--- config.mk ---
export PLATFORM = sky130hd
export DESIGN_NAME = tcc_timer
export DESIGN_NICKNAME = d
export VERILOG_FILES = /design/src/tcc_pkg.sv /design/src/tcc_edge.sv /design/src/tcc_timer.sv
export SDC_FILE = /design/constraint.sdc
export NUM_CORES = 1
export LEC_CHECK = 0
export BUFFER_PORTS_ARGS = -buffer_cell sky130_fd_sc_hd__buf_2
export CORE_ASPECT_RATIO = 0.7
export CORE_MARGIN = 3
export CORE_UTILIZATION = 40
export CTS_CLUSTER_SIZE = 16
export DETAILED_ROUTE_END_ITERATION = 8
export PLACE_DENSITY = 0.66
export SLEW_MARGIN = 20
export SYNTH_ARGS = -nofsm -noshare
export SYNTH_HDL_FRONTEND = slang
export SYNTH_SLANG_ARGS = --single-unit
--- constraint.sdc ---
create_clock -name pclk -period 8.2 [get_ports pclk]
set_clock_uncertainty 0.15 [all_clocks]
set_input_delay 0.82 -clock pclk [delete_from_list [all_inputs] [get_ports pclk]]
set_output_delay 0.82 -clock pclk [all_outputs]
set_load 0.01 [all_outputs]
--- src/tcc_pkg.sv ---
package tcc_pkg;
  // register byte offsets
  localparam logic [7:0] ctrl_off     = 8'h00;
  localparam logic [7:0] count_lo_off = 8'h04;
  localparam logic [7:0] count_hi_off = 8'h08;
  localparam logic [7:0] gate_off     = 8'h0c;
  localparam logic [7:0] status_off   = 8'h10;
  localparam logic [7:0] mask_off     = 8'h14;
  localparam logic [7:0] sleep_off    = 8'h18;
  // control field positions
  localparam int cs_hi     = 7;
  localparam int cs_lo     = 6;
  localparam int ps_hi     = 5;
  localparam int ps_lo     = 4;
  localparam int osc_bit   = 3;
  localparam int sync_bit  = 2;
  localparam int on_bit    = 0;
  // reset values, count maximum and control write mask
  localparam logic [7:0]  ctrl_rst   = 8'h00;
  localparam logic [15:0] count_rst  = 16'h0000;
  localparam logic [15:0] count_max  = 16'hffff;
  localparam logic [7:0]  ctrl_wmask = 8'hfd;
  // count clock sources
  typedef enum logic [1:0] {
    tcc_src_inst = 2'b00,
    tcc_src_sys  = 2'b01,
    tcc_src_ext  = 2'b10,
    tcc_src_cap  = 2'b11
  } tcc_src_e;
endpackage

--- src/tcc_edge.sv ---
`timescale 1ns/1ps
`default_nettype none
module tcc_edge (
  // clock and reset
  input  wire logic pclk,
  input  wire logic presetn,
  // asynchronous source and synchroniser bypass
  input  wire logic src,
  input  wire logic bypass,
  // rising edge pulse
  output logic      rise
);
  logic meta;
  logic sync_q;
  logic last;
  logic sel;

  always_ff @(posedge pclk or negedge presetn) begin
    if (!presetn) begin
      meta   <= 1'b0;
      sync_q <= 1'b0;
    end else begin
      meta   <= src;
      sync_q <= meta;
    end
  end

  // the bypass path still needs one sample to find an edge on pclk
  always_comb begin
    sel = bypass ? src : sync_q;
  end

  always_ff @(posedge pclk or negedge presetn) begin
    if (!presetn) begin
      last <= 1'b0;
    end else begin
      last <= sel;
    end
  end

  assign rise = sel & ~last;
endmodule
`default_nettype wire

--- src/tcc_timer.sv ---
`timescale 1ns/1ps
`default_nettype none
// Summary of operation
// - external source counts pin edges, or crystal when oscillator enabled
// - two source settings (inst and sys) count directly on every system clock
// - prescale 00 none, 01 by 2, 10 by 4, 11 by 8
// - oscillator enable bit drives the dedicated oscillator enable output
// - sync bypass 1 passes the external async input unsynchronised, 0 synchronises it
// - control bit 1 reads zero and ignores writes
// - 16-bit counter wraps ffff to 0000 setting rollover flag
// - in sleep count only asynchronous external mode; wake on enabled rollover
// - gate enable ignored when off; when on, counting follows gate
module tcc_timer (
  // apb
  input  wire logic        pclk,
  input  wire logic        presetn,
  input  wire logic        psel,
  input  wire logic        penable,
  input  wire logic        pwrite,
  input  wire logic [7:0]  paddr,
  input  wire logic [31:0] pwdata,
  output logic             pready,
  output logic [31:0]      prdata,
  output logic             pslverr,
  // pins and clock sources
  input  wire logic        ext_count_pin,
  input  wire logic        crystal_osc,
  input  wire logic        cap_sense_oscillator,
  input  wire logic        gate_in,
  input  wire logic        sleep_mode,
  // outputs
  output logic             osc_enable,
  output logic             wake,
  output logic             irq
);
  logic [7:0]  timer_control;
  logic [15:0] count;
  logic        gate_enable;
  logic        rollover_flag;
  logic        rollover_mask;
  logic [2:0]  pre_cnt;
  logic        gate_m;
  logic        gate_s;
  logic        ext_rise;
  logic        cap_rise;
  logic        src_pulse;
  logic        pre_tick;
  logic        run;
  logic        wrap;
  logic        wr;
  logic        rd;
  logic        async_mode;
  logic        ext_src;
  logic [1:0]  cs;
  logic [1:0]  ps;
  logic [2:0]  pre_lim;

  assign cs = timer_control[tcc_pkg::cs_hi:tcc_pkg::cs_lo];
  assign ps = timer_control[tcc_pkg::ps_hi:tcc_pkg::ps_lo];
  assign wr = psel & penable & pwrite;
  assign rd = psel & penable & ~pwrite;
  assign pready = 1'b1;
  assign pslverr = 1'b0;

  assign ext_src = timer_control[tcc_pkg::osc_bit] ? crystal_osc : ext_count_pin;

  tcc_edge u_ext (
    .pclk    (pclk),
    .presetn (presetn),
    .src     (ext_src),
    .bypass  (timer_control[tcc_pkg::sync_bit]),
    .rise    (ext_rise)
  );

  tcc_edge u_cap (
    .pclk    (pclk),
    .presetn (presetn),
    .src     (cap_sense_oscillator),
    .bypass  (1'b0),
    .rise    (cap_rise)
  );

  always_ff @(posedge pclk or negedge presetn) begin
    if (!presetn) begin
      gate_m <= 1'b0;
      gate_s <= 1'b0;
    end else begin
      gate_m <= gate_in;
      gate_s <= gate_m;
    end
  end

  // async external mode only in sleep
  assign async_mode = timer_control[tcc_pkg::sync_bit] && cs == tcc_pkg::tcc_src_ext;

  always_comb begin
    case (cs)
      tcc_pkg::tcc_src_inst: src_pulse = 1'b1;
      tcc_pkg::tcc_src_sys:  src_pulse = 1'b1;
      tcc_pkg::tcc_src_ext:  src_pulse = ext_rise;
      default:               src_pulse = cap_rise;
    endcase
  end

  // on bit, gate ignored when off
  assign run = timer_control[tcc_pkg::on_bit] & (~gate_enable | gate_s)
             & (~sleep_mode | async_mode);

  assign pre_lim = 3'((4'h1 << ps) - 4'h1);
  assign pre_tick = run & src_pulse & (pre_cnt >= pre_lim);

  always_ff @(posedge pclk or negedge presetn) begin
    if (!presetn) begin
      pre_cnt <= 3'h0;
    end else if (wr && paddr == tcc_pkg::ctrl_off) begin
      pre_cnt <= 3'h0;
    end else if (run && src_pulse) begin
      pre_cnt <= pre_tick ? 3'h0 : 3'(pre_cnt + 3'h1);
    end
  end

  assign wrap = pre_tick && count == tcc_pkg::count_max;

  always_ff @(posedge pclk or negedge presetn) begin
    if (!presetn) begin
      count <= tcc_pkg::count_rst;
    end else if (wr && paddr == tcc_pkg::count_lo_off) begin
      count[7:0] <= pwdata[7:0];
    end else if (wr && paddr == tcc_pkg::count_hi_off) begin
      count[15:8] <= pwdata[7:0];
    end else if (pre_tick) begin
      count <= 16'(count + 16'h1);
    end
  end

  always_ff @(posedge pclk or negedge presetn) begin
    if (!presetn) begin
      timer_control <= tcc_pkg::ctrl_rst;
      gate_enable   <= 1'b0;
      rollover_mask <= 1'b0;
    end else if (wr) begin
      if (paddr == tcc_pkg::ctrl_off) begin
        timer_control <= pwdata[7:0] & tcc_pkg::ctrl_wmask;
      end else if (paddr == tcc_pkg::gate_off) begin
        gate_enable <= pwdata[0];
      end else if (paddr == tcc_pkg::mask_off) begin
        rollover_mask <= pwdata[0];
      end
    end
  end

  always_ff @(posedge pclk or negedge presetn) begin
    if (!presetn) begin
      rollover_flag <= 1'b0;
    end else if (wrap) begin
      rollover_flag <= 1'b1;
    end else if (wr && paddr == tcc_pkg::status_off && pwdata[0]) begin
      rollover_flag <= 1'b0;
    end
  end

  assign osc_enable = timer_control[tcc_pkg::osc_bit];
  assign irq = rollover_flag & rollover_mask;
  assign wake = sleep_mode & irq;

  always_ff @(posedge pclk or negedge presetn) begin
    if (!presetn) begin
      prdata <= 32'h0;
    end else if (psel && !penable && !pwrite) begin
      if (paddr == tcc_pkg::ctrl_off) begin
        prdata <= {24'h0, timer_control};
      end else if (paddr == tcc_pkg::count_lo_off) begin
        prdata <= {24'h0, count[7:0]};
      end else if (paddr == tcc_pkg::count_hi_off) begin
        prdata <= {24'h0, count[15:8]};
      end else if (paddr == tcc_pkg::gate_off) begin
        prdata <= {31'h0, gate_enable};
      end else if (paddr == tcc_pkg::status_off) begin
        prdata <= {31'h0, rollover_flag};
      end else if (paddr == tcc_pkg::mask_off) begin
        prdata <= {31'h0, rollover_mask};
      end else if (paddr == tcc_pkg::sleep_off) begin
        prdata <= {30'h0, wake, async_mode};
      end else begin
        prdata <= 32'h0;
      end
    end
  end
endmodule
`default_nettype wire

Yosys cells after proc, flatten, opt, wreduce, memory -nomap -nowiden:

Cells that the tools add are included.
Widths: inputs -> output; s select.

* flip-flop bits (word level): 69
* input bits: 50
* output and inout port bits: 37
* word-level logic and storage cells: 93

* add/sub/neg operators: 3
* order comparisons: 1
* eq/ne operators: 10
* shifts and indexed selects: 1
* muxes and demuxes: 19
* bitwise operators: 19
* reductions and logical operators: 24

Operator list (count)
* $mux 32: 2
* $mux 8: 4
* $eq 8x5->1 const B: 3
* $add 16x1->16 const B: 1
* $eq 16x16->1 const B: 1
* $eq 8x4->1 const B: 2
* $mux 16: 1
* $and 1x1->1: 10
* $logic_and 1x1->1: 10
* $mux 3: 3
* $eq 8x3->1 const B: 1
* $logic_not 8->1: 1
* $mux 2: 4
* $reduce_bool 2->1: 4
* $not 1->1: 7
* $reduce_and 2->1: 3
* $mux 1: 4
* $reduce_and 4->1: 1
* $add 3x1->3 const B: 1
* $ge 3x3->1: 1
* $reduce_and 3->1: 1
* $shl 1x2->3 const A: 1
* $sub 3x1->3 const B: 1
* $eq 2x1->1 const B: 1
* 7 further kinds: 9

Logic depth before layout (Yosys ltp):

Gate-level depths: netlist of run 1.

* word-level depth: 9
* gate-level depth with buffers: 9
* depth with buffers taken out: 8

Cells and area by module:

A second synthesis of run 1 with hierarchy kept.

* cell total of the unflattened synthesis: 299
* area, all modules: 2722.6 sq um

Modules (own cells, without submodules)
* tcc_timer: times used 1, cells an instance 289, area an instance 2514.9 sq um, sequential area each 975.9 sq um
* tcc_edge: times used 2, cells an instance 5, area an instance 103.8 sq um, sequential area each 75.1 sq um

Worst setup path after synthesis of run 1:

Ideal clock, no wire load.

* path type: reg-to-reg
* from: register timer_control[4]
* to: register count[13]
* library setup time: 82 ps
* arrival: 2752 ps
* data required time: 7968 ps
* slack: 5216 ps
* cell stages (with the launch flop): 10
* path buffers: 1
* period minus slack after synthesis: 2984 ps
* cell sequence: dfrtp_1 > or2_2 > ha_1 > nor2b_1 > o21ai_1 > and4_1 > or4b_1 > buf_2 > or4_1 > a31oi_1

* word-level cells in the longest chain between the ends: 6

RTL lines
* start: declaration: line tcc_timer.sv:36 `logic [7:0] timer_control;`
* start signal: assignment: line tcc_timer.sv:138 `timer_control <= tcc_pkg::ctrl_rst;`
* start signal: assignment: line tcc_timer.sv:143 `timer_control <= pwdata[7:0] & tcc_pkg::ctrl_wmask;`
* $shl 1x2->3: line tcc_timer.sv:109 `assign pre_lim = 3'((4'h1 << ps) - 4'h1);`
* $sub 3x1->3: line tcc_timer.sv:109
* $ge 3x3->1: line tcc_timer.sv:110 `assign pre_tick = run & src_pulse & (pre_cnt >= pre_lim);`
* $and 1x1->1: line tcc_timer.sv:110
* $reduce_bool 2->1 (no line)
* $reduce_and 2->1 (no line)
* end signal: assignment: line tcc_timer.sv:126 `count <= tcc_pkg::count_rst;`
* end signal: assignment: line tcc_timer.sv:130 `count[15:8] <= pwdata[7:0];`
* end signal: assignment: line tcc_timer.sv:132 `count <= 16'(count + 16'h1);`
* end: declaration: line tcc_timer.sv:37 `logic [15:0] count;`

Every way passes these cells.
A chain may end at the register's enable or synchronous reset.

Worst setup path in the final report of run 1:

Ends and elaborated chain as after synthesis.

==> impl_metrics.toml, run 1 <==
[logic_synthesis]
syn-cell-area_um2 = 2654
synth_cell_types = 50
synthFlopType = "dfrtp_1"
syn_avg_cell_area_um2 = 8.673
synthCells = 306
synthArstFlopShare = 1.000
yosysSeqAreaShare = 0.4243
ys_ff_latch = 45
yosysWarnings = 0
synth_edf_count = 0

[placement]
dpl.hpwl_um = 4911
place_congestion = 0.8940
port_buffers = 36

[clock_tree]
cts_tree = "done"
cts-root-buf = "clkbuf_8"
clk-insertion-delay-late_ns = 0.30
clk_pin_slew_ns = 0.09
cts_buffers = 5
cts_resized = 0
cts_sinks = 45
cts_setup_buffers = 0
postCtsHoldBufs = 0
htree_num_levels = 2
clk_path_buf_depth = 2

[floorplanning]
die_w_um = 103.4
core-area_um2 = 6336
dieArea_um2 = 7664
initial_core_util = 0.4188
ios = 87
std_cell_rows = 24
die_h_um = 74.15

[critical_path]
worstSetupStartpointType = "register"
required_ns = 8.28
crit_cells = 8
r2r_end = "count[13]"
arrival_ns = 3.44
path_cells = "or2_2 -> ha_1 -> nor2b_1 -> o21ai_1 -> and4_1 -> or4b_1 -> or4_1 -> a31oi_1"
critPathKind = "reg2reg"
crit_fanout = 9
cpLargestDelayFamily = "simple AND/OR/NAND/NOR gates"
r2r-start = "timer_control[4]"
cp-end-kind = "register"
rrSetupSlack_ns = 4.84
ff2ff_path_depth = 8
critPathMaxStageDelay_ns = 0.60
cpMaxStageDelayCell = "or4b_1"
path_buf_inv = 0

[sta]
tns_ns = 0
finalCritPeriodShare = 0.4100
tightest_slew_ns = 0.9863
hold_viol_final = 0
grt_setup_unrepaired = "no"
slew_viol_final = 0
period_needed_ns = 3.362
slew_headroom = 0.3400
holdWs_ns = 0.2073
clock.fmax_ghz = 0.2975
setup_viol = 0

[power_and_ir_drop]
p_int_w = 0.0003181
vdd_drop_max_v = 0.00009650
clock_power_share = 0.310
p_leak_nw = 1.238
p_switching_w = 0.0001309
comb_power_share = 0.141
swShare = 0.2915
powerDensity_nw_per_um2 = 153.9
p_seq_frac = 0.550

[worst_hold_path]
worst_hold_startpoint = "gate_m"
hold_path_end = "gate_s"
min_path_cells = 0
hp-class = "reg2reg"

[finish]
final_nets = 394
area_growth_pct = 9.901
fillCellCount = 652
drive_gt1_frac = 0.1735
final_core_util = 0.4603
antenna_cells = 0

[grt]
track_usage = 0.1778
grt_pass1_vias = 1986
grt_pass1_wl_um = 10340
grt_max_degree = 46
grt.overflow.total = 0
grt_antenna_before_repair = 0

[route]
ant_nets = 0
first_iter_violations = 179
vias = 2302
routed_wl_um = 6609
drt_pass1_iterations = 5
via_per_inst = 5.341
drc = 0
wire_per_inst_um = 15.33

[run_status]
status = "complete, no violations"

[job]
drv_cap = 0
[metal layers]
layer | global-route usage | wire, um
met5 | 0 | 0
met1 | 0.2940 | 3238
met3 | 0.03561 | 669
met4 | 0.04167 | 46
met2 | 0.2316 | 2654
[registers in the layout, indices dropped and copies added, names as in the netlist]
signal,cells
gate_enable,1
prdata,8
count,16
u_cap.sync_q,1
pre_cnt,3
rollover_flag,1
timer_control,7
rollover_mask,1
u_cap.last,1
u_ext.sync_q,1
u_ext.meta,1
gate_m,1
u_ext.last,1
gate_s,1
u_cap.meta,1
[power groups by stage]
stage                     logic (W)  registers [W]  clock network (W)
after detailed placement  0.0000633       0.000251                  0
after floorplan           0.0000438       0.000251                  0
after CTS                 0.0000636       0.000247           0.000141
final                     0.0000631       0.000247           0.000139
after global placement    0.0000615       0.000250                  0
after global routing      0.0000742       0.000249           0.000150
[cells in the mapped netlist (all sizes together) (2+ instances only)]
cell type   n  share of area
nand2      49          0.069
dfrtp      45           0.42
buf        27          0.075
nor2       21          0.030
a21oi      19          0.036
o21ai      16          0.030
nand3      14          0.026
inv        12          0.017
clkbuf     10          0.014
nor3       10          0.019
nor4        6          0.014
xnor2       6          0.020
a222oi      5          0.019
ha          5          0.024
mux2        5          0.023
a31oi       3         0.0071
and3        3         0.0071
nand2b      3         0.0071
nand3b      3         0.0085
nor3b       3         0.0085
or2         3         0.0071
or4         3         0.0085
or4b        3          0.011
a221o       2         0.0075
and2        2         0.0047
conb        2         0.0028
mux2i       2         0.0075
nor2b       2         0.0047
o211ai      2         0.0057
o21a        2         0.0057
o22ai       2         0.0047
o311ai      2         0.0066
[worst max-delay path by stage]
stage	slack [ns]	from	to
finish	4.84	timer_control[4]	count[13]
global route	4.69	timer_control[4]	count[13]
CTS	4.84	timer_control[4]	count[13]
detailed placement	4.86	timer_control[4]	count[13]
global placement	4.89	timer_control[4]	count[13]
floorplan	5.22	timer_control[4]	count[13]
[logic make-up (layout without fill, tap and decap cells)]
family          count (synthesis)  in the layout  synth area share
buf+inv                        49             59            0.1066
fa+ha+maj                       5              5           0.02357
mux                             7              7           0.03017
simple gates                  131            131            0.2438
flops                          45             45            0.4243
xor+xnor                        7              7           0.02310
other cells                     2             26          0.002830
compound gates                 60             60            0.1457
[layout make-up]
type	instances	area (um2)	share of cell area
well taps	91	113.9	0.03904
multi-input cells	236	1340	0.4595
clock inverters	3	17.52	0.006006
repair buffers	39	205.2	0.07036
inverters	12	45.04	0.01544
flip-flops and latches	45	1126	0.3861
clock buffers	5	68.82	0.02360
[per-stage QoR]
step,setup slack [ns],area (um2),cells,total power [W]
final,4.838,2917,431,0.0004490
after global routing,4.693,2917,431,0.0004734
after CTS,4.837,2914,431,0.0004510
after detailed placement,4.859,2828,423,0.0003143
after global placement,4.892,2828,423,0.0003119
after floorplan,5.216,2744,330,0.0002945
[placed cells by master (no fill, tap or decap), types with 4 or more instances in the layout]
cell	Yosys	layout
inv_1	12	12
dfrtp_1	45	45
buf_4	26	4
nor4_1	6	6
a222oi_1	5	5
buf_2	1	35
conb_1	2	26
nand3_1	14	14
a21oi_1	19	19
xnor2_1	6	6
nor2_1	21	21
nand2_1	49	49
o21ai_0	15	15
ha_1	5	5
nor3_1	10	9
clkbuf_8	0	5
mux2_2	4	4
Power figures use the tool's default switching activity.
==> run 2, diff against run 1 <==
Clock period 8.2 ns to 3.49 ns, I/O delays scaled along.
==> run 2 against run 1 <==
Effect of this change: sequential power increased by 130%; core utilization rose by 1.4 points; combinational power is 150% higher; count of clock-buffer cells in the layout unchanged; highest routed layer unchanged.
==> impl_metrics.toml, run 2 (synthesized netlist as in run 1, its figures left out) <==
[run_status]
status = "complete, no violations"

[power_and_ir_drop]
p_int_w = 0.0008288
p_leak_nw = 1.279
p_seq_frac = 0.507
clock_power_share = 0.357
swShare = 0.2755
p_switching_w = 0.0003152
vdd_drop_max_v = 0.0001866
powerDensity_nw_per_um2 = 380.6
comb_power_share = 0.136

[grt]
grt_antenna_before_repair = 0
grt.overflow.total = 0
grt_pass1_wl_um = 10490
grt_max_degree = 46
track_usage = 0.1818
grt_pass1_vias = 1971

[job]
drv_cap = 0

[clock_tree]
clk_pin_slew_ns = 0.09
cts_buffers = 5
htree_num_levels = 2
cts_resized = 0
cts_sinks = 45
clk-insertion-delay-late_ns = 0.31
cts-root-buf = "clkbuf_8"
cts_tree = "done"
clk_path_buf_depth = 2

[floorplanning]
die_w_um = 103.4
initial_core_util = 0.4188
ios = 87
die_h_um = 74.15
std_cell_rows = 24
dieArea_um2 = 7664
core-area_um2 = 6336

[route]
drc = 0
vias = 2279
drt_pass1_iterations = 5
ant_nets = 0
first_iter_violations = 152
via_per_inst = 5.203
routed_wl_um = 6791
wire_per_inst_um = 15.50

[sta]
clock.fmax_ghz = 0.3518
slew_viol_final = 0
tns_ns = 0
hold_viol_final = 0
grt_setup_unrepaired = "no"
setup_viol = 0
finalCritPeriodShare = 0.8145
slew_headroom = 0.5645
tightest_slew_ns = 0.6473
worst_slack_ns = 0.6475
period_needed_ns = 2.843

[critical_path]
crit_fanout = 4
arrival_ns = 2.91
cp-end-kind = "register"
required_ns = 3.56
critPathKind = "reg2reg"
worstSetupStartpointType = "register"

[finish]
final_nets = 401
area_growth_pct = 13.25
top_register = "count"
reg_top3 = "count (16), prdata (8), timer_control (7)"
fillCellCount = 629
largest_reg_flops = 16
final_common_cell = "nand2_1"
drive_gt1_frac = 0.1816
layout_common_cells = "nand2_1, dfrtp_1, buf_2"
antenna_cells = 0

[placement]
pre_cts_slack_ns = 0.6900
dpl.hpwl_um = 5064
place_congestion = 0.9354
port_buffers = 36

[worst_hold_path]
hp-class = "in2reg"
[run 2: repair_timing]
action / in CTS / in global routing
hold endpoints to repair: 2 / 45
hold buffers: 2 / 1
buffers inserted: 0 / 0
[run 2: routing by layer]
metal  global-route usage  up-vias  wire, um
met4              0.03305        0        30
met2               0.2394       90      2703
met5                    0        -         0
li1                     -     1116         -
met3              0.03468        5       521
met1               0.3033     1068      3536
[run 2: cell type report]
class | instances | area [um2] | share of cell area
Multi-Input combinational cell | 236 | 1340 | 0.4459
Sequential cell | 45 | 1126 | 0.3747
Timing Repair Buffer | 46 | 265.3 | 0.08826
Tap cell | 91 | 113.9 | 0.03789
Clock buffer | 5 | 68.82 | 0.02290
Clock inverter | 3 | 46.29 | 0.01540
Inverter | 12 | 45.04 | 0.01499
[run 2: power groups by stage]
stage,Sequential (W),Combinational [W],Clock (W)
after floorplan,0.000589,0.000103,0
after global placement,0.000589,0.000148,0
after detailed placement,0.000590,0.000151,0
after CTS,0.000579,0.000155,0.000420
after global routing,0.000585,0.000181,0.000439
final,0.000580,0.000155,0.000409
[run 2: worst paths after layout]
path / depth (start not counted) / start / to / slack [ns]
worst max-delay path: 8 / timer_control[4] / count[13] / 0.65
worst min-delay path: 3 / pwdata[6] / timer_control[6] / 0.13
worst max register to register: 8 / timer_control[4] / count[13] / 0.65
worst min register to register: 0 / u_cap.meta / u_cap.sync_q / 0.21
max in group asynchronous: 2 / presetn / timer_control[7] / 2.37
min in group asynchronous: 2 / presetn / prdata[0] / 0.42
[run 2: worst max-delay path, cell delays in order (launching register included)]
cell	delay [ns]
dfrtp_1	0.41
or2_2	0.32
ha_1	0.28
nor2b_1	0.04
o21ai_1	0.18
and4_1	0.26
or4b_1	0.48
or4_1	0.48
a31oi_1	0.18
[run 2: per-stage QoR]
step / instances / hold WS (ns) / total power (W) / util / instance area [um2]
detailed placement: 427 / 0.1855 / 0.0007409 / 0.4510 / 2858
global placement: 427 / 0.1813 / 0.0007371 / 0.4510 / 2858
floorplan: 330 / -0.09659 / 0.0006919 / - / 2744
global route: 438 / 0.1277 / 0.001205 / 0.4743 / 3005
finish: 438 / 0.1306 / 0.001144 / 0.4743 / 3005
CTS: 437 / 0.1047 / 0.001154 / 0.4724 / 2993
